`config.mk`:
```
export PLATFORM = sky130hd
export DESIGN_NAME = strobe_bank_device_flat
export DESIGN_NICKNAME = d
export VERILOG_FILES = /design/src/rtl/bank_switch_pkg.sv /design/src/rtl/strobe_link_if.sv /design/src/rtl/strobe_bank_device.sv /design/src/flat_wrapper.sv
export VERILOG_INCLUDE_DIRS = /design/src /design/src/rtl
export SDC_FILE = /design/constraint.sdc
export NUM_CORES = 1
export LEC_CHECK = 0
export BUFFER_PORTS_ARGS = -buffer_cell sky130_fd_sc_hd__buf_2
export CAP_MARGIN = 20
export CORE_MARGIN = 5
export CORE_UTILIZATION = 54
export CTS_CLUSTER_SIZE = 12
export DETAILED_ROUTE_END_ITERATION = 12
export GPL_TIMING_DRIVEN = 0
export PLACE_DENSITY = 0.75
export SLEW_MARGIN = 30
export SYNTH_ARGS = -nofsm -noshare
export SYNTH_HDL_FRONTEND = slang
export SYNTH_SLANG_ARGS = --single-unit
export TNS_END_PERCENT = 1
```
`constraint.sdc`:
```
create_clock -name aclk -period 1.9 [get_ports aclk]
set_input_delay 0.19 -clock aclk [delete_from_list [all_inputs] [get_ports aclk]]
set_output_delay 0.19 -clock aclk [all_outputs]
set_load 0.005 [all_outputs]
```
`src/rtl/bank_switch_consts.svh`:
```
// Purpose: Offsets, fields, reset values and timing counts of the bank switch link
// Assumes: 40 MHz aclk
// Notes: Bank B registers sit at bank A offset plus the bank stride
`ifndef BANK_SWITCH_CONSTS_SVH
`define BANK_SWITCH_CONSTS_SVH

// ----------------------------------------
// Device register map, per bank
// ----------------------------------------
`define REG_CFG 3'h0
`define REG_CMD 3'h1
`define REG_TIME 3'h2
`define BANK_B_BASE 3'h4
`define NUM_REGS 8
`define CFG_OSC_BIT 0
`define CFG_RXEN_BIT 1
`define CMD_STATUS_BIT 0
`define CMD_BANKEN_BIT 1
`define TIME_ON_LSB 0
`define TIME_OFF_LSB 4
`define CFG_RESET 8'h00
`define CMD_RESET 8'h01
`define TIME_RESET 8'h11

// ----------------------------------------
// Timing
// ----------------------------------------
`define CLK_PERIOD_NS 25
`define TICK_NS 1000
`define TICK_CYCLES ((`TICK_NS + `CLK_PERIOD_NS - 1) / `CLK_PERIOD_NS)

// ----------------------------------------
// Host AXI4-Lite map
// ----------------------------------------
`define H_PIN_CTRL 4'h0
`define H_ACCESS 4'h4
`define H_STATUS 4'h8
`define PIN_WAKE_DRV_BIT 0
`define PIN_WAKE_OE_BIT 1
`define PIN_CFG_SEL_BIT 2
`define PIN_SER_EN_BIT 3
`define ACC_WDATA_LSB 8
`define ACC_WRITE_BIT 16
`define ST_BUSY_BIT 8
`define AXI_OKAY 2'h0
`define AXI_SLVERR 2'h2
`endif

```
`src/rtl/bank_switch_pkg.sv`:
```
// Purpose: Types of the device end of the bank switch link
// Assumes: Constants come from bank_switch_consts.svh
// Notes: Encodings written out
package bank_switch_pkg;
  typedef enum logic [1:0] {
    MODE_STANDBY = 2'h0,
    MODE_CONFIG = 2'h1,
    MODE_RECEIVE = 2'h2
  } mode_t;

  typedef enum logic [1:0] {
    SEQ_OFF = 2'h0,
    SEQ_ON_A = 2'h1,
    SEQ_ON_B = 2'h2
  } seq_t;
endpackage : bank_switch_pkg

```
`src/rtl/strobe_link_if.sv`:
```
// Purpose: Pins between host controller and receiver sequencer
// Assumes: Both ends on aclk
// Notes: Wake pin is three-state; undriven means the internal oscillator rules
`timescale 1ns/1ps
interface strobe_link_if;
  logic wake_drv;
  logic wake_oe;
  logic config_select_n;
  logic serial_port_enable_n;
  logic acc_valid;
  logic acc_write;
  logic [4:0] acc_addr;
  logic [7:0] acc_wdata;
  logic [7:0] acc_rdata;
  logic acc_rvalid;

  modport dev (
    input wake_drv, wake_oe, config_select_n, serial_port_enable_n,
    input acc_valid, acc_write, acc_addr, acc_wdata,
    output acc_rdata, acc_rvalid
  );
  modport host (
    output wake_drv, wake_oe, config_select_n, serial_port_enable_n,
    output acc_valid, acc_write, acc_addr, acc_wdata,
    input acc_rdata, acc_rvalid
  );
endinterface : strobe_link_if

```
`src/rtl/strobe_bank_device.sv`:
```
// Purpose: Startup mode and configuration bank switch sequencer of the receiver
// Assumes: Host keeps its own obligations on the link
// Notes: Oscillator enable and receiver enable are taken from bank A
//
// The AXI4-Lite slave port and the register offsets were chosen for this implementation.
`timescale 1ns/1ps
`include "bank_switch_consts.svh"
module strobe_bank_device #(
  parameter int TICK_CYCLES = `TICK_CYCLES
) (
  input wire logic aclk, // 40 MHz clock
  input wire logic aresetn, // Synchronous reset, active low
  strobe_link_if.dev link, // Pins from host
  input wire logic message_active, // Message reception in progress
  output logic receiver_on, // Receiver powered in an on state
  output logic bank_a_on, // On state uses bank A
  output logic [1:0] mode // Current operating mode
);
  generate
    // Tick divider is 16 bits wide
    if (TICK_CYCLES < 1 || TICK_CYCLES > 65536) begin : g_bad_tick
      $error("TICK_CYCLES must be 1 to 65536");
    end
  endgenerate

  // ----------------------------------------
  // Pin synchronisers
  // ----------------------------------------
  logic [3:0] pin_s1_r;
  logic [3:0] pin_s2_r;
  logic wake_drv_s, wake_oe_s, cfg_n_s, ser_n_s;

  always_ff @(posedge aclk) begin
    if (!aresetn) begin
      pin_s1_r <= 4'hc;
      pin_s2_r <= 4'hc;
    end else begin
      pin_s1_r <= {link.config_select_n, link.serial_port_enable_n, link.wake_oe, link.wake_drv};
      pin_s2_r <= pin_s1_r;
    end
  end
  assign {cfg_n_s, ser_n_s, wake_oe_s, wake_drv_s} = pin_s2_r;

  // ----------------------------------------
  // Registers and decode
  // ----------------------------------------
  logic [7:0] bank_r [`NUM_REGS];
  logic [7:0] bank_nxt [`NUM_REGS];
  logic status_r, status_nxt;
  logic [7:0] rdata_r, rdata_nxt;
  logic rvalid_r, rvalid_nxt;
  bank_switch_pkg::mode_t mode_r, mode_nxt;
  bank_switch_pkg::seq_t seq_r, seq_nxt;
  logic on_r, bank_a_r;
  logic [15:0] div_r, div_nxt;
  logic sched_on_r, sched_on_nxt;
  logic [3:0] sched_cnt_r, sched_cnt_nxt;
  logic pin_prev_r;

  function automatic logic [2:0] bank_base(input logic use_a);
    bank_base = use_a ? 3'h0 : `BANK_B_BASE;
  endfunction : bank_base

  function automatic logic [7:0] reset_val(input int idx);
    case (idx % 4)
      0: reset_val = `CFG_RESET;
      1: reset_val = `CMD_RESET;
      2: reset_val = `TIME_RESET;
      default: reset_val = 8'h00;
    endcase
  endfunction : reset_val

  logic en_a, en_b, dual, osc_en, rx_en, wake_high, wake_low_drv, tick, on_req;
  logic [3:0] limit;
  assign en_a = bank_r[`REG_CMD][`CMD_BANKEN_BIT];
  assign en_b = bank_r[`BANK_B_BASE + `REG_CMD][`CMD_BANKEN_BIT];
  assign dual = en_a & en_b;
  assign osc_en = bank_r[`REG_CFG][`CFG_OSC_BIT];
  assign rx_en = bank_r[`REG_CFG][`CFG_RXEN_BIT];
  assign wake_high = wake_oe_s & wake_drv_s;
  assign wake_low_drv = wake_oe_s & ~wake_drv_s;
  assign tick = (div_r == 16'(TICK_CYCLES - 1));
  // on time from status bank, off time from bank A
  assign limit = sched_on_r ? bank_r[bank_base(status_r) + `REG_TIME][`TIME_ON_LSB +: 4]
                            : {1'b0, bank_r[`REG_TIME][`TIME_OFF_LSB +: 3]};
  // pin rules when driven, oscillator otherwise
  assign on_req = osc_en ? (wake_oe_s ? wake_drv_s : sched_on_r) : wake_high;

  // ----------------------------------------
  // Next-state logic
  // ----------------------------------------
  always_comb begin
    bank_nxt = bank_r;
    status_nxt = status_r;
    mode_nxt = mode_r;
    seq_nxt = seq_r;
    rdata_nxt = rdata_r;
    rvalid_nxt = 1'b0;
    div_nxt = tick ? 16'h0000 : div_r + 16'h0001;
    sched_on_nxt = sched_on_r;
    sched_cnt_nxt = sched_cnt_r;
    case (mode_r)
      bank_switch_pkg::MODE_STANDBY: begin
        // select low with wake high enters configuration
        if (!cfg_n_s && wake_high) begin
          mode_nxt = bank_switch_pkg::MODE_CONFIG;
        end else if (wake_high) begin
          mode_nxt = bank_switch_pkg::MODE_RECEIVE;
        end
      end
      bank_switch_pkg::MODE_CONFIG: begin
        if (cfg_n_s) begin
          mode_nxt = rx_en ? bank_switch_pkg::MODE_RECEIVE : bank_switch_pkg::MODE_STANDBY;
          // selection applies on exit, dual starts at A
          status_nxt = dual | ~en_b;
          sched_on_nxt = 1'b0;
          sched_cnt_nxt = 4'h0;
        end
      end
      bank_switch_pkg::MODE_RECEIVE: begin
        if (!cfg_n_s && wake_high) begin
          mode_nxt = bank_switch_pkg::MODE_CONFIG;
        end else if (!rx_en && !wake_oe_s && !osc_en) begin
          mode_nxt = bank_switch_pkg::MODE_STANDBY;
        end
      end
      default: mode_nxt = bank_switch_pkg::MODE_STANDBY;
    endcase
    // serial access in configuration mode only
    if (mode_r == bank_switch_pkg::MODE_CONFIG && !ser_n_s && link.acc_valid) begin
      rvalid_nxt = 1'b1;
      rdata_nxt = 8'h00;
      if (!link.acc_addr[4] && !link.acc_addr[3]) begin
        if (link.acc_write) begin
          bank_nxt[link.acc_addr[2:0]] = link.acc_wdata;
          bank_nxt[link.acc_addr[2:0]][`CMD_STATUS_BIT] =
            (link.acc_addr[1:0] == 2'(`REG_CMD)) ? 1'b0 : link.acc_wdata[`CMD_STATUS_BIT];
        end else begin
          rdata_nxt = bank_r[link.acc_addr[2:0]];
          if (link.acc_addr[1:0] == 2'(`REG_CMD)) begin
            rdata_nxt[`CMD_STATUS_BIT] = status_r;
          end
        end
      end
    end
    // automatic sequencing only in receive mode
    if (mode_r == bank_switch_pkg::MODE_RECEIVE) begin
      // schedule runs on regardless of actual state
      if (osc_en && tick) begin
        if (sched_cnt_r == limit) begin
          sched_cnt_nxt = 4'h0;
          sched_on_nxt = ~sched_on_r;
          // toggle at on end unless forced high
          if (sched_on_r && dual && !wake_high) begin
            status_nxt = ~status_r;
          end
        end else begin
          sched_cnt_nxt = sched_cnt_r + 4'h1;
        end
      end
      if (!osc_en && dual && pin_prev_r && !wake_high) begin
        status_nxt = ~status_r;
      end
      if (message_active && seq_r != bank_switch_pkg::SEQ_OFF) begin
        seq_nxt = seq_r;
      end else if (on_req) begin
        seq_nxt = status_r ? bank_switch_pkg::SEQ_ON_A : bank_switch_pkg::SEQ_ON_B;
      end else begin
        seq_nxt = bank_switch_pkg::SEQ_OFF;
      end
    end else if (mode_r == bank_switch_pkg::MODE_STANDBY) begin
      seq_nxt = bank_switch_pkg::SEQ_OFF;
    end
  end

  // ----------------------------------------
  // State registers
  // ----------------------------------------
  always_ff @(posedge aclk) begin
    if (!aresetn) begin
      for (int i = 0; i < `NUM_REGS; i++) begin
        bank_r[i] <= reset_val(i);
      end
      status_r <= 1'b1;
      mode_r <= bank_switch_pkg::MODE_STANDBY;
      seq_r <= bank_switch_pkg::SEQ_OFF;
      rdata_r <= 8'h00;
      rvalid_r <= 1'b0;
      div_r <= 16'h0000;
      sched_on_r <= 1'b0;
      sched_cnt_r <= 4'h0;
      pin_prev_r <= 1'b0;
      on_r <= 1'b0;
      bank_a_r <= 1'b0;
    end else begin
      bank_r <= bank_nxt;
      status_r <= status_nxt;
      mode_r <= mode_nxt;
      seq_r <= seq_nxt;
      rdata_r <= rdata_nxt;
      rvalid_r <= rvalid_nxt;
      div_r <= div_nxt;
      sched_on_r <= sched_on_nxt;
      sched_cnt_r <= sched_cnt_nxt;
      pin_prev_r <= wake_high;
      on_r <= (seq_nxt != bank_switch_pkg::SEQ_OFF);
      bank_a_r <= (seq_nxt == bank_switch_pkg::SEQ_ON_A);
    end
  end

  assign link.acc_rdata = rdata_r;
  assign link.acc_rvalid = rvalid_r;
  assign receiver_on = on_r;
  assign bank_a_on = bank_a_r;
  assign mode = mode_r;
endmodule : strobe_bank_device

```
`src/flat_wrapper.sv`:
```
// flat-port wrapper written by rule: the top's interface ports become plain ports
module strobe_bank_device_flat 
#(
  parameter int TICK_CYCLES = `TICK_CYCLES
)
  (aclk, aresetn, message_active, receiver_on, bank_a_on, mode, link_wake_drv, link_wake_oe, link_config_select_n, link_serial_port_enable_n, link_acc_valid, link_acc_write, link_acc_addr, link_acc_wdata, link_acc_rdata, link_acc_rvalid);
  strobe_link_if link_i ();
  input wire logic aclk;
  input wire logic aresetn;
  input wire logic message_active;
  output logic receiver_on;
  output logic bank_a_on;
  output logic [1:0] mode;
  input wire logic [$bits(link_i.wake_drv)-1:0] link_wake_drv;
  input wire logic [$bits(link_i.wake_oe)-1:0] link_wake_oe;
  input wire logic [$bits(link_i.config_select_n)-1:0] link_config_select_n;
  input wire logic [$bits(link_i.serial_port_enable_n)-1:0] link_serial_port_enable_n;
  input wire logic [$bits(link_i.acc_valid)-1:0] link_acc_valid;
  input wire logic [$bits(link_i.acc_write)-1:0] link_acc_write;
  input wire logic [$bits(link_i.acc_addr)-1:0] link_acc_addr;
  input wire logic [$bits(link_i.acc_wdata)-1:0] link_acc_wdata;
  output wire logic [$bits(link_i.acc_rdata)-1:0] link_acc_rdata;
  output wire logic [$bits(link_i.acc_rvalid)-1:0] link_acc_rvalid;
  assign link_i.wake_drv = link_wake_drv;
  assign link_i.wake_oe = link_wake_oe;
  assign link_i.config_select_n = link_config_select_n;
  assign link_i.serial_port_enable_n = link_serial_port_enable_n;
  assign link_i.acc_valid = link_acc_valid;
  assign link_i.acc_write = link_acc_write;
  assign link_i.acc_addr = link_acc_addr;
  assign link_i.acc_wdata = link_acc_wdata;
  assign link_acc_rdata = link_i.acc_rdata;
  assign link_acc_rvalid = link_i.acc_rvalid;
  strobe_bank_device #(.TICK_CYCLES(TICK_CYCLES)) u_core (.aclk(aclk), .aresetn(aresetn), .link(link_i), .message_active(message_active), .receiver_on(receiver_on), .bank_a_on(bank_a_on), .mode(mode));
endmodule
```
; ---- After elaboration in Yosys (flattened, before gate mapping)
; Index checks and enable logic that the tools add are counted.
[op_classes]
n_mul = 0
reduce_logical = 28
n_addsub = 3
n_div = 0
muxes = 50
n_shift = 0
n_lt_le_gt_ge = 3
n_eq_ne = 9
bitwise = 9
[op_table]
columns = operator, count
row1 = $bwmux W64, 2
row2 = $bmux W8 S3, 2
row3 = $demux W8 S3, 2
row4 = $mux W8, 5
row5 = $mux W4, 8
row6 = $mux W2, 11
row7 = $mux W1, 18
row8 = $add A16 B1 Y16 const B, 1
row9 = $eq A16 B6 Y1 const B, 1
row10 = $logic_and A1 B1 Y1, 14
row11 = $ge A4 B4 Y1 const B, 2
row12 = $logic_not A1 Y1, 8
row13 = $not A3 Y4, 2
row14 = $eq A2 B1 Y1 const B, 3
row15 = $ne A3 B1 Y1 const B, 2
row16 = $pmux W2 S3, 1
row17 = $reduce_and A3 Y1, 2
row18 = $add A4 B1 Y4 const B, 1
row19 = $eq A4 B4 Y1, 1
row20 = $lt A4 B1 Y1 const B, 1
row21 = $not A1 Y1, 4
row22 = $reduce_bool A2 Y1, 2
row23 = $add A3 B2 Y3 const B, 1
row24 = $mux W3, 1
row25 = other kinds (6), 7
[totals]
rom_bits = 0
reg_bits = 110
latch_bits = 0
output_inout_bits = 13
mem_bits_rw = 0
in_bits = 22
elab_cells = 123
n_memories = 0

; ---- Logic depth before layout (Yosys ltp)
; Gate-level depths: netlist of run 1.
[logic_depth]
ltp_word = 12
ltp_mapped = 8
ltp_nobuf = 6

; ---- Worst setup path before layout of run 1
; OpenSTA, ideal clock, no wires.
[synth_path]
path_kind = reg-to-reg
startpoint = reg u_core.div_r[14]
endpoint = reg u_core.status_r
path_stages_with_launch = 6
setup_ns = 0.121
period_less_slack_ns = 1.891
t_required_ns = 1.779
n_path_buf = 0
arrival_ns = 1.770
path_slack_ns = 0.009
path_cell_list = dfxtp_1 -> or4_1 -> nor4_1 -> o2111ai_1 -> o21bai_1 -> mux2_2
[synth_via]
elab_chain_cells = 5
[synth_lines]
columns = item, line
row1 = "start, declared", strobe_bank_device.sv:55  ; logic [15:0] div_r, div_nxt;
row2 = "start signal, assigned", strobe_bank_device.sv:202  ; div_r <= div_nxt;
row3 = $eq A16 B6 Y1, strobe_bank_device.sv:82  ; assign tick = (div_r == 16'(TICK_CYCLES - 1));
row4 = $logic_and A1 B1 Y1, strobe_bank_device.sv:149  ; if (osc_en && tick) begin
row5 = $mux W1, strobe_bank_device.sv:149
row6 = $mux W1, strobe_bank_device.sv:161  ; if (!osc_en && dual && pin_prev_r && !wake_high) begin
row7 = $mux W1, strobe_bank_device.sv:147  ; if (mode_r == bank_switch_pkg::MODE_RECEIVE) begin
row8 = "end signal, assigned", strobe_bank_device.sv:197  ; status_r <= status_nxt;
row9 = "end, declared", strobe_bank_device.sv:49  ; logic status_r, status_nxt;
; No other way between the ends.
; A chain may end at the register's enable or synchronous reset.

; ---- Worst setup path in the final report of run 1
[layout_path]
startpoint = reg u_core.mode_r[0], in the netlist u_core.mode[0]
endpoint = reg u_core.bank_r[7] (netlist name)
[layout_via]
elab_chain_cells = 4
[layout_lines]
columns = item, line
row1 = "start, declared", strobe_bank_device.sv:52  ; bank_switch_pkg::mode_t mode_r, mode_nxt;
row2 = "start signal, assigned", strobe_bank_device.sv:185  ; mode_r <= bank_switch_pkg::MODE_STANDBY;
row3 = "start signal, assigned", strobe_bank_device.sv:198  ; mode_r <= mode_nxt;
row4 = $eq A2 B1 Y1, strobe_bank_device.sv:130  ; if (mode_r == bank_switch_pkg::MODE_CONFIG && !ser_n_s && link.acc_valid) begin
row5 = $logic_and A1 B1 Y1 (2 in a row), strobe_bank_device.sv:130
row6 = $reduce_and A3 Y1 (no line), -
row7 = "end signal, assigned by index", strobe_bank_device.sv:182  ; bank_r[i] <= reset_val(i);
row8 = "end signal, assigned", strobe_bank_device.sv:196  ; bank_r <= bank_nxt;
row9 = "end, declared", strobe_bank_device.sv:47  ; logic [7:0] bank_r [`NUM_REGS];
; No other way between the ends.

==> out/qor.csv, run 1 <==
stage,metric,value,unit
status,outcome,finished with violations,
status,violations,setup timing,
synthesis,synth_nets,539,
synthesis,syn_inst,515,
floorplanning,initial_utilization,55.7,%
setup_path,cp_max_fo,10,
cells_and_area,ff_latch_area,0.00217,mm2
synthesis,async_flop_share,0,%
setup_path,r2r_start,u_core.mode[0],
clock_tree,clk_latency,370,ps
sta,finalWorstPathRequiredPeriod,2050,ps
synthesis,synth_top_cell_area_share,44.3,%
min_path,hp-class,input pin to register,
synthesis,synthMuxAreaShare,17.9,%
drt,wl_per_cell,17.2,um
setup_path,cp-end-kind,register,
sta,relSlewSlack,54.3,%
placed_design,placed_cell_area,0.00514,mm2
floorplanning,die_height,105,um
synthesis,synth-simple-area-share,21.9,%
floorplanning,core_area,0.00876,mm2
global_routing,antenna_found_initial,0,
synthesis,synth-edff-count,0,
power_and_ir_drop,p_leak,2.01,nW
placed_design,portBuffers,25,
synthesis,ys_ff_latch,108,
placed_design,finalWeightedCongestion,0.837,
sta,max_freq,487,MHz
power_and_ir_drop,p_per_area,715,mW/mm2
cells_and_area,drive_gt1_share,18.1,%
synthesis,synth.avg_cell_area,9.48,um2
cells_and_area,antenna_cells,0,
sta,fin_ws,-152,ps
drt,drc_errors,0,
global_routing,globalRouteOverflowTotal,0,
setup_path,critical_path_class,register to register,
clock_tree,cts_buffer_depth,2,
drt,vias,3894,
drt,dr.pass1.iters,5,
sta,finalSetupViolations,18,
sta,hold_violations,0,
clock_tree,root_buffer,clkbuf_8,
clock_tree,cts.sinks,108,
clock_tree,path_clk_slew,100,ps
synthesis,synth.area.top_cells,"dfxtp_1 (44%), mux2i_1 (10%), mux4_2 (6.9%), nor2_1 (5.6%), nand2_1 (5.2%)",
cells_and_area,nNetsFinal,587,
setup_path,crit_path_start,u_core.mode[0],
global_routing,grt_pass1_vias,3681,
floorplanning,die_w,105,um
clock_tree,htreeDepth,3,
synthesis,ys_types,55,
floorplanning,die-area,0.0110,mm2
synthesis,synth_ff_type,dfxtp_1,
clock_tree,tritoncts,built,
synthesis,synth_compound_area_share,8.56,%
sta,period_share,108,%
synthesis,ys_seq_area_share,44.3,%
global_routing,grt_pass1_wl,18.5,mm
drt,wirelength,11.6,mm
sta,tightest_slew,685,ps
drt,postRouteAntennaNets,0,
power_and_ir_drop,fin_total_pwr,0.00400,W
setup_path,required,2140,ps
power_and_ir_drop,ir_drop,0.327,mV
drt,avgViaCountPerCell,5.76,
synthesis,synthAdderAreaFrac,0.513,%
min_path,hold_start,link_wake_drv,
synthesis,syn_area,0.00488,mm2
floorplanning,rows,34,
cells_and_area,fin_area,0.00560,mm2
synthesis,synth_xor_area_share,3.05,%
run,max_cap_viol_count,0,
sta,clock_skew,6.38,ps
setup_path,start_kind,register,
synthesis,yosysTopAreaCell,dfxtp_1,
cells_and_area,multiInputGateArea,0.00261,mm2
global_routing,track_usage,20.7,%
placed_design,dp_hpwl,8.01,mm
floorplanning,ios,35,
sta,rsz0062_at_grt,yes,
clock_tree,cts_buffers,9,
sta,slew_violations,0,
global_routing,grt_start_max_net_pins,17,
cells_and_area,area_delta_synth_final,14.6,%
cells_and_area,fillCellCount,736,
synthesis,synth_top_family_by_area,simple AND/OR/NAND/NOR gates,
synthesis,ys.warnings.count,0,
setup_path,worst-endpoint-arrival,2290,ps
drt,drtIter0Drc,237,
-- what timing repair did --
item | 4_1_cts | 5_1_grt
pin swaps | 2 | 9
resized for setup | 15 | 17
buffers inserted | 2 | 8
endpoints found under the hold margin | 2 | 0
hold buffers | 2 | 0
endpoints found under the setup margin | 68 | 75
-- cell families after synthesis --
kind of cell,count (synthesis)
buffers and inverters,43
xor gates and xnor gates,17
and+or+nand+nor,213
DFF,108
AOI/OAI and AO/OA,64
muxes,68
adders and majority gates,2
-- Yosys cell counts, drive strengths merged, types with 2 or more instances --
| cell type | count |
|---|---|
| o211ai | 2 |
| nand2 | 67 |
| clkbuf | 25 |
| nor2b | 3 |
| a21oi | 33 |
| a22o | 2 |
| and3 | 4 |
| and2 | 8 |
| mux2 | 3 |
| o311ai | 3 |
| or4b | 2 |
| xor2 | 7 |
| xnor2 | 10 |
| nor3b | 2 |
| nor3 | 6 |
| nor2 | 75 |
| o21ai | 5 |
| nand3b | 3 |
| or3 | 3 |
| dfxtp | 108 |
| mux4 | 15 |
| or4 | 3 |
| nand2b | 7 |
| buf | 9 |
| o221ai | 2 |
| nand3 | 13 |
| o21a | 2 |
| ha | 2 |
| nor4 | 9 |
| nand4 | 2 |
| a2bb2oi | 7 |
| inv | 9 |
| mux2i | 50 |
| or2 | 2 |
-- flip-flops by register name, indices dropped and copies added, names as in the netlist --
signal,count
u_core.pin_s2_r,4
u_core.receiver_on,1
u_core.link.acc_rdata,8
u_core.mode,2
u_core.status_r,1
u_core.seq_r,2
u_core.sched_on_r,1
u_core.sched_cnt_r,4
u_core.bank_r,62
u_core.link.acc_rvalid,1
u_core.pin_prev_r,1
u_core.pin_s1_r,4
u_core.div_r,16
u_core.bank_a_on,1
-- path summary, 6_finish.rpt --
| path | end | slack (ps) | cells past startpoint |
|---|---|---|---|
| worst max-delay path | u_core.bank_r[7] | -150 | 7 |
| worst min-delay path | u_core.pin_s1_r[0] | 20 | 2 |
| worst max register to register | u_core.bank_r[7] | -150 | 7 |
| worst min register to register | u_core.pin_s2_r[3] | 420 | 1 |
-- worst max-delay path, cell delays in order, from the launching register on --
cell and delay (ps):
dfxtp_2 350, buf_6 110, nand4bb_4 120, buf_6 160
or4b_4 610, nor2_8 270, mux2i_1 250, nor2_1 60
-- per-stage QoR --
| step | utilization (%) | setup WS, ps | setup TNS [ps] | hold slack, ps | std cells |
|---|---|---|---|---|---|
| floorplan | - | 9.38 | 0 | 291 | 515 |
| global placement | 58.7 | -257 | -11100 | 370 | 648 |
| detailed placement | 58.7 | -271 | -13200 | 380 | 648 |
| CTS | 62.2 | -221 | -6600 | 15.7 | 668 |
| global route | 63.8 | -239 | -3270 | 7.95 | 676 |
| finish | 63.8 | -152 | -1550 | 23.3 | 676 |
-- per-layer routing --
layer | vias to the layer above | GRT usage (%) | routed length, um
met5 | - | 0 | 0
met4 | 0 | 5.30 | 201
met3 | 16 | 5.06 | 688
met2 | 121 | 34.6 | 5670
met1 | 1870 | 26.9 | 5080
li1 | 1887 | - | -
-- layout make-up --
cell class | count | area share (%)
buffer | 34 | 3.15
clock buffer | 12 | 2.59
clock inverter | 4 | 1.30
inverter | 9 | 0.604
multi-input combinational | 364 | 46.7
sequential | 108 | 38.9
tap | 108 | 2.42
timing repair buffer | 37 | 4.38
-- cells in the final DEF (no fill, tap or decap), types with 4 or more instances in the layout --
cell / n
inv_1: 9
buf_2: 29
clkbuf_1: 23
a21oi_1: 33
and3_1: 4
mux4_2: 15
nor3_1: 4
xnor2_1: 10
nand2_1: 67
mux2i_1: 49
nand2b_1: 6
nor4_4: 5
o21ai_0: 5
nor4_1: 4
xor2_1: 7
buf_4: 9
a2bb2oi_1: 7
and2_1: 8
nor2_1: 73
clkbuf_8: 10
dfxtp_1: 104
nand3_1: 13
-- where the power goes --
part | switching [W] | total (W) | internal, W
sequential | 0.00000800 | 0.00228 | 0.00227
clock | 0.000755 | 0.00153 | 0.000778
combinational | 0.000129 | 0.000190 | 0.0000610
(Power assumes the default switching activity.)
==> run 2, diff against run 1 <==
==> constraint.sdc (replaced) <==
create_clock -name aclk -period 1.9 [get_ports aclk]
set_input_delay 0.38 -clock aclk [delete_from_list [all_inputs] [get_ports aclk]]
set_output_delay 0.38 -clock aclk [all_outputs]
set_load 0.005 [all_outputs]
==> run 2 against run 1 <==
The run still ends with setup timing left. Power decreased by 0.12%. Sequential power is essentially flat. Clock power barely moved. First-iteration DRC count grew 5.1%. Non-clock buffer count fell by 2. Highest routed layer unchanged.
==> out/qor.csv, run 2 (synthesized netlist as in run 1, its figures left out) <==
stage,metric,value,unit
clock_tree,htreeDepth,3,
floorplanning,die_w,105,um
cells_and_area,fin_area,0.00558,mm2
cells_and_area,final_common_cell,dfxtp_1,
sta,clock_skew,8.03,ps
sta,setup-tns-final,-1510,ps
min_path,hold_end,u_core.pin_s1_r[3],
floorplanning,core_area,0.00876,mm2
power_and_ir_drop,fin_total_pwr,0.00400,W
drt,wl_per_cell,17.3,um
power_and_ir_drop,ir_drop,0.329,mV
min_path,hold_path_depth,2,
global_routing,grt_start_max_net_pins,17,
min_path,hp-class,input pin to register,
clock_tree,path_clk_slew,100,ps
setup_path,required,2140,ps
clock_tree,tritoncts,built,
cells_and_area,fillCellCount,740,
sta,finalWorstPathRequiredPeriod,2050,ps
clock_tree,cts.sinks,108,
floorplanning,initial_utilization,55.7,%
setup_path,cp_max_fo,10,
cells_and_area,regMostFlops,u_core.bank_r,
sta,tightest_slew,664,ps
clock_tree,cts_buffer_depth,2,
setup_path,reg2regPathDepth,7,
global_routing,grt_pass1_vias,3672,
sta,whs,189,ps
drt,drc_errors,0,
sta,finalSetupViolations,16,
cells_and_area,antenna_cells,0,
global_routing,track_usage,20.7,%
sta,hold_violations,0,
cells_and_area,drive_gt1_share,18.2,%
power_and_ir_drop,p_per_area,717,mW/mm2
sta,slew_violations,0,
floorplanning,die-area,0.0110,mm2
drt,drtIter0Drc,249,
global_routing,grt_pass1_wl,18.5,mm
clock_tree,clk_latency,370,ps
drt,wirelength,11.6,mm
placed_design,placed_cell_area,0.00514,mm2
drt,dr.pass1.iters,4,
drt,avgViaCountPerCell,5.78,
sta,max_freq,488,MHz
sta,fin_ws,-148,ps
power_and_ir_drop,p_leak,2.00,nW
setup_path,r2r-end,u_core.bank_r[7],
sta,period_share,108,%
cells_and_area,area_delta_synth_final,14.2,%
cells_and_area,nNetsFinal,585,
setup_path,cp-end-kind,register,
run,max_cap_viol_count,0,
placed_design,portBuffers,25,
global_routing,antenna_found_initial,0,
setup_path,worst-endpoint-arrival,2290,ps
floorplanning,die_height,105,um
cells_and_area,mostFrequentLayoutCells,"dfxtp_1 (104), nor2_1 (73), nand2_1 (67)",
global_routing,globalRouteOverflowTotal,0,
floorplanning,ios,35,
status,violations,setup timing,
status,outcome,finished with violations,
drt,postRouteAntennaNets,0,
setup_path,r2r_start,u_core.mode[0],
setup_path,start_kind,register,
min_path,hold_start,link_config_select_n,
setup_path,ff2ff_setup_slack,-150,ps
sta,relSlewSlack,55.7,%
clock_tree,cts_buffers,9,
sta,rsz0062_at_grt,yes,
clock_tree,root_buffer,clkbuf_8,
placed_design,finalWeightedCongestion,0.837,
drt,vias,3893,
floorplanning,rows,34,
placed_design,dp_hpwl,8.01,mm
cells_and_area,largest_register_ffs,62,
setup_path,critical_path_class,register to register,
## run 2: cell type report
| type | count | area [um2] | area share (%) |
|---|---|---|---|
| timing repair buffer | 35 | 225 | 4.04 |
| clock buffer | 12 | 145 | 2.60 |
| tap | 108 | 135 | 2.42 |
| multi-input combinational | 364 | 2610 | 46.9 |
| inverter | 9 | 33.8 | 0.606 |
| sequential | 108 | 2170 | 39.0 |
| clock inverter | 4 | 72.6 | 1.30 |
| buffer | 34 | 176 | 3.16 |
## run 2: worst max-delay path by stage
stage | from | endpoint | cells past startpoint
6_report | u_core.mode[0] | u_core.bank_r[7] | 7
5_1_grt | u_core.mode[0] | u_core.bank_r[7] | 7
4_1_cts | u_core.mode[0] | u_core.bank_r[40] | 7
3_5_place_dp | link_acc_addr[1] | u_core.bank_r[51] | 7
3_3_place_gp | link_acc_addr[1] | u_core.bank_r[55] | 7
2_1_floorplan | u_core.div_r[14] | u_core.status_r | 5
## run 2: worst max-delay path: stages, from the launching register on
cell	delay, ps
dfxtp_2	350
buf_6	100
nand4bb_4	110
buf_6	160
or4b_4	610
nor2_8	270
mux2i_1	250
nor2_1	60
## run 2: report_power, final
part	switching [W]	leakage, nW	internal [W]
sequential	0.00000798	0.875	0.00227
clock	0.000753	0.107	0.000778
combinational	0.000128	1.02	0.0000583
total	0.000889	2.00	0.00311
## run 2: repair_timing
item                                    4_1_cts  5_1_grt
endpoints found under the setup margin       68       72
endpoints found under the hold margin         0        0
gates cloned                                  0        0
hold buffers                                  0        0
gates resized for setup                      15       17
setup buffers                                 2        8
pin swaps                                     2        9
## run 2: per-stage QoR
| step | utilization [%] | cells | setup slack [ps] |
|---|---|---|---|
| final | 63.6 | 674 | -148 |
| after global routing | 63.6 | 674 | -231 |
| after CTS | 62.0 | 666 | -221 |
| after detailed placement | 58.7 | 648 | -393 |
| after global placement | 58.7 | 648 | -345 |
| after floorplan | - | 515 | 9.38 |
## run 2: metal layers
layer	track usage [%]	share of wire (%)	wire length (um)	up-vias
met5	0	0	0	-
met4	5.30	1.9	219	0
met3	4.99	5.6	650	17
met2	34.6	49	5680	109
met1	26.8	44	5080	1892
li1	-	-	-	1875
==> run 3, diff against run 2 <==
CAP_MARGIN = unset   (was 20)
CORE_ASPECT_RATIO = 1.2   (was unset)
==> run 3 against run 2 <==
The run still ends with setup timing left. Sequential share of layout area fell by 0.32 points. Largest power group unchanged. Die area barely moved. Count of clock-buffer cells in the layout fell by 2. Final area rose by 0.76%. Maximum frequency fell by 0.96%. Sequential power barely moved. Power fell by 6.2%.
==> out/qor.csv, run 3 (synthesized netlist as in run 1, its figures left out) <==
stage,metric,value,unit
status,outcome,finished with violations,
status,violations,setup timing,
placed_design,dp_hpwl,8.01,mm
floorplanning,rows,38,
cells_and_area,fin_util,62.8,%
power_and_ir_drop,seqPwrFrac,60.8,%
placed_design,finalWeightedCongestion,0.849,
global_routing,grt_pass1_vias,3857,
clock_tree,cts_hold_buf,0,
global_routing,top_usage_layer,met2,
drt,vias,3946,
setup_path,crit_chain,"or4_4, nor4_4, o2111ai_2, o21bai_1, mux2_4",
floorplanning,die-area,0.0110,mm2
min_path,hold_end,u_core.pin_s1_r[2],
drt,drtIter0Drc,149,
setup_path,critical_path_class,register to register,
power_and_ir_drop,p_leak,2.01,nW
global_routing,met2_usage,37.9,%
sta,finalWorstPathRequiredPeriod,2070,ps
setup_path,path_buf_inv,0,
placed_design,placed_cells,660,
drt,drc_errors,0,
setup_path,required,2170,ps
sta,fin_ws,-168,ps
global_routing,grt_use_met3,2.56,%
floorplanning,die_height,114,um
power_and_ir_drop,fin_total_pwr,0.00375,W
global_routing,globalRouteOverflowTotal,0,
cells_and_area,regMostFlops,u_core.bank_r,
global_routing,track_usage,21.1,%
cells_and_area,drive_gt1_share,19.8,%
sta,hold_violations,0,
sta,clock_skew,10.7,ps
clock_tree,htreeDepth,3,
power_and_ir_drop,p_switching,0.000930,W
floorplanning,ios,35,
drt,wirelength,11.7,mm
power_and_ir_drop,ir_drop,0.601,mV
clock_tree,tritoncts,built,
floorplanning,initial_utilization,54.6,%
sta,slew_violations,0,
setup_path,path_delay_family,simple AND/OR/NAND/NOR gates,
cells_and_area,antenna_cells,0,
clock_tree,cts_buffers,9,
drt,postRouteAntennaNets,0,
min_path,hold_path_depth,2,
sta,rsz0062_at_grt,yes,
cells_and_area,area_delta_synth_final,15.1,%
power_and_ir_drop,comb_power_share,5.1,%
sta,period_share,109,%
power_and_ir_drop,p_clk_share,34.1,%
setup_path,cp-end-kind,register,
sta,relSlewSlack,55.7,%
setup_path,worst-endpoint-arrival,2340,ps
clock_tree,path_clk_slew,100,ps
setup_path,slowest_delay,550,ps
global_routing,gr-usage-met1,26.1,%
setup_path,r2r-end,u_core.status_r,
setup_path,ff2ff_setup_slack,-170,ps
sta,tightest_slew,665,ps
global_routing,grt_start_max_net_pins,19,
clock_tree,cts.sinks,108,
power_and_ir_drop,intPower,0.00282,W
global_routing,antenna_found_initial,0,
placed_design,placed_cell_area,0.00516,mm2
sta,max_freq,484,MHz
drt,dr.pass1.iters,5,
run,max_cap_viol_count,0,
drt,avgViaCountPerCell,5.71,
global_routing,grt_pass1_wl,19.0,mm
setup_path,r2r_start,u_core.div_r[13],
power_and_ir_drop,p_per_area,667,mW/mm2
cells_and_area,instances_no_fill,691,
cells_and_area,largest_register_ffs,62,
cells_and_area,fin_area,0.00562,mm2
sta,finalSetupViolations,18,
setup_path,start_kind,register,
sta,setup-tns-final,-1870,ps
setup_path,cp_max_fo,5,
setup_path,reg2regPathDepth,5,
cells_and_area,mostFrequentLayoutCells,"dfxtp_1 (103), nor2_1 (73), nand2_1 (67)",
drt,wl_per_cell,16.9,um
clock_tree,clk_latency,370,ps
clock_tree,cts_buffer_depth,2,
floorplanning,die_w,96.8,um
floorplanning,core_area,0.00894,mm2
cells_and_area,nNetsFinal,590,
clock_tree,root_buffer,clkbuf_8,
power_and_ir_drop,sw_frac_of_total,24.8,%
cells_and_area,final_common_cell,dfxtp_1,
min_path,hold_start,link_serial_port_enable_n,
min_path,hp-class,input pin to register,
setup_path,crit_path_top_delay_cell,or4_4,
placed_design,portBuffers,25,
run 3: changes by cell type in the layout (fill, tap and decap cells not counted), moves of 2 or more:
cell        delta
bufinv_16      -2
clkinvlp_4     +2
buf_4          +5
clkinv_4       +2
dfxtp_2        +2
run 3: how the worst max path moves through the flow:
stage	from	to	slack (ps)	depth (start not counted)
6_report	u_core.div_r[13]	u_core.status_r	-170	5
5_1_grt	u_core.mode[0]	u_core.bank_r[37]	-230	7
4_1_cts	u_core.mode[0]	u_core.bank_r[43]	-250	7
3_5_place_dp	link_acc_addr[2]	u_core.bank_r[58]	-380	6
3_3_place_gp	link_acc_addr[1]	u_core.bank_r[51]	-400	7
2_1_floorplan	u_core.div_r[14]	u_core.status_r	9	5
run 3: metrics by stage:
stage | worst slack (ps) | hold slack (ps)
floorplan | 9.38 | 386
global placement | -402 | 391
detailed placement | -382 | 397
CTS | -250 | 176
global route | -232 | 187
finish | -168 | 186
run 3: cell type report:
| class | instances | area [um2] |
|---|---|---|
| sequential | 108 | 2170 |
| multi-input combinational | 364 | 2650 |
| buffer | 34 | 171 |
| timing repair buffer | 40 | 263 |
| clock buffer | 10 | 128 |
| tap | 120 | 150 |
| clock inverter | 6 | 48.8 |
| fill | 790 | 3320 |
| inverter | 9 | 33.8 |
run 3: worst register-to-register path: cells and delay by family (launching register included):
| kind | cells | cell delay (ps) |
|---|---|---|
| AND/OR/NAND/NOR | 2 | 900 |
| AO/OA/AOI/OAI | 2 | 400 |
| flip-flops | 1 | 350 |
| multiplexers | 1 | 320 |
run 3: layer usage:
layer / vias up / wire length, um
met2: 116 / 5960
li1: 1892 / -
met5: - / 0
met1: 1918 / 4930
met4: 0 / 211
met3: 20 / 597
run 3: repair_timing:
item,in CTS,in global routing
endpoints found under the setup margin,73,85
pin swaps,1,10
setup buffers,2,13
resized for setup,12,26
run 3: power by group through the flow:
stage               sequential (W)  combinational [W]  clock, W
finish                     0.00228           0.000189   0.00128
global route               0.00228           0.000203   0.00138
detailed placement         0.00234           0.000181         0
floorplan                  0.00233           0.000120         0
global placement           0.00234           0.000178         0
CTS                        0.00228           0.000184   0.00130
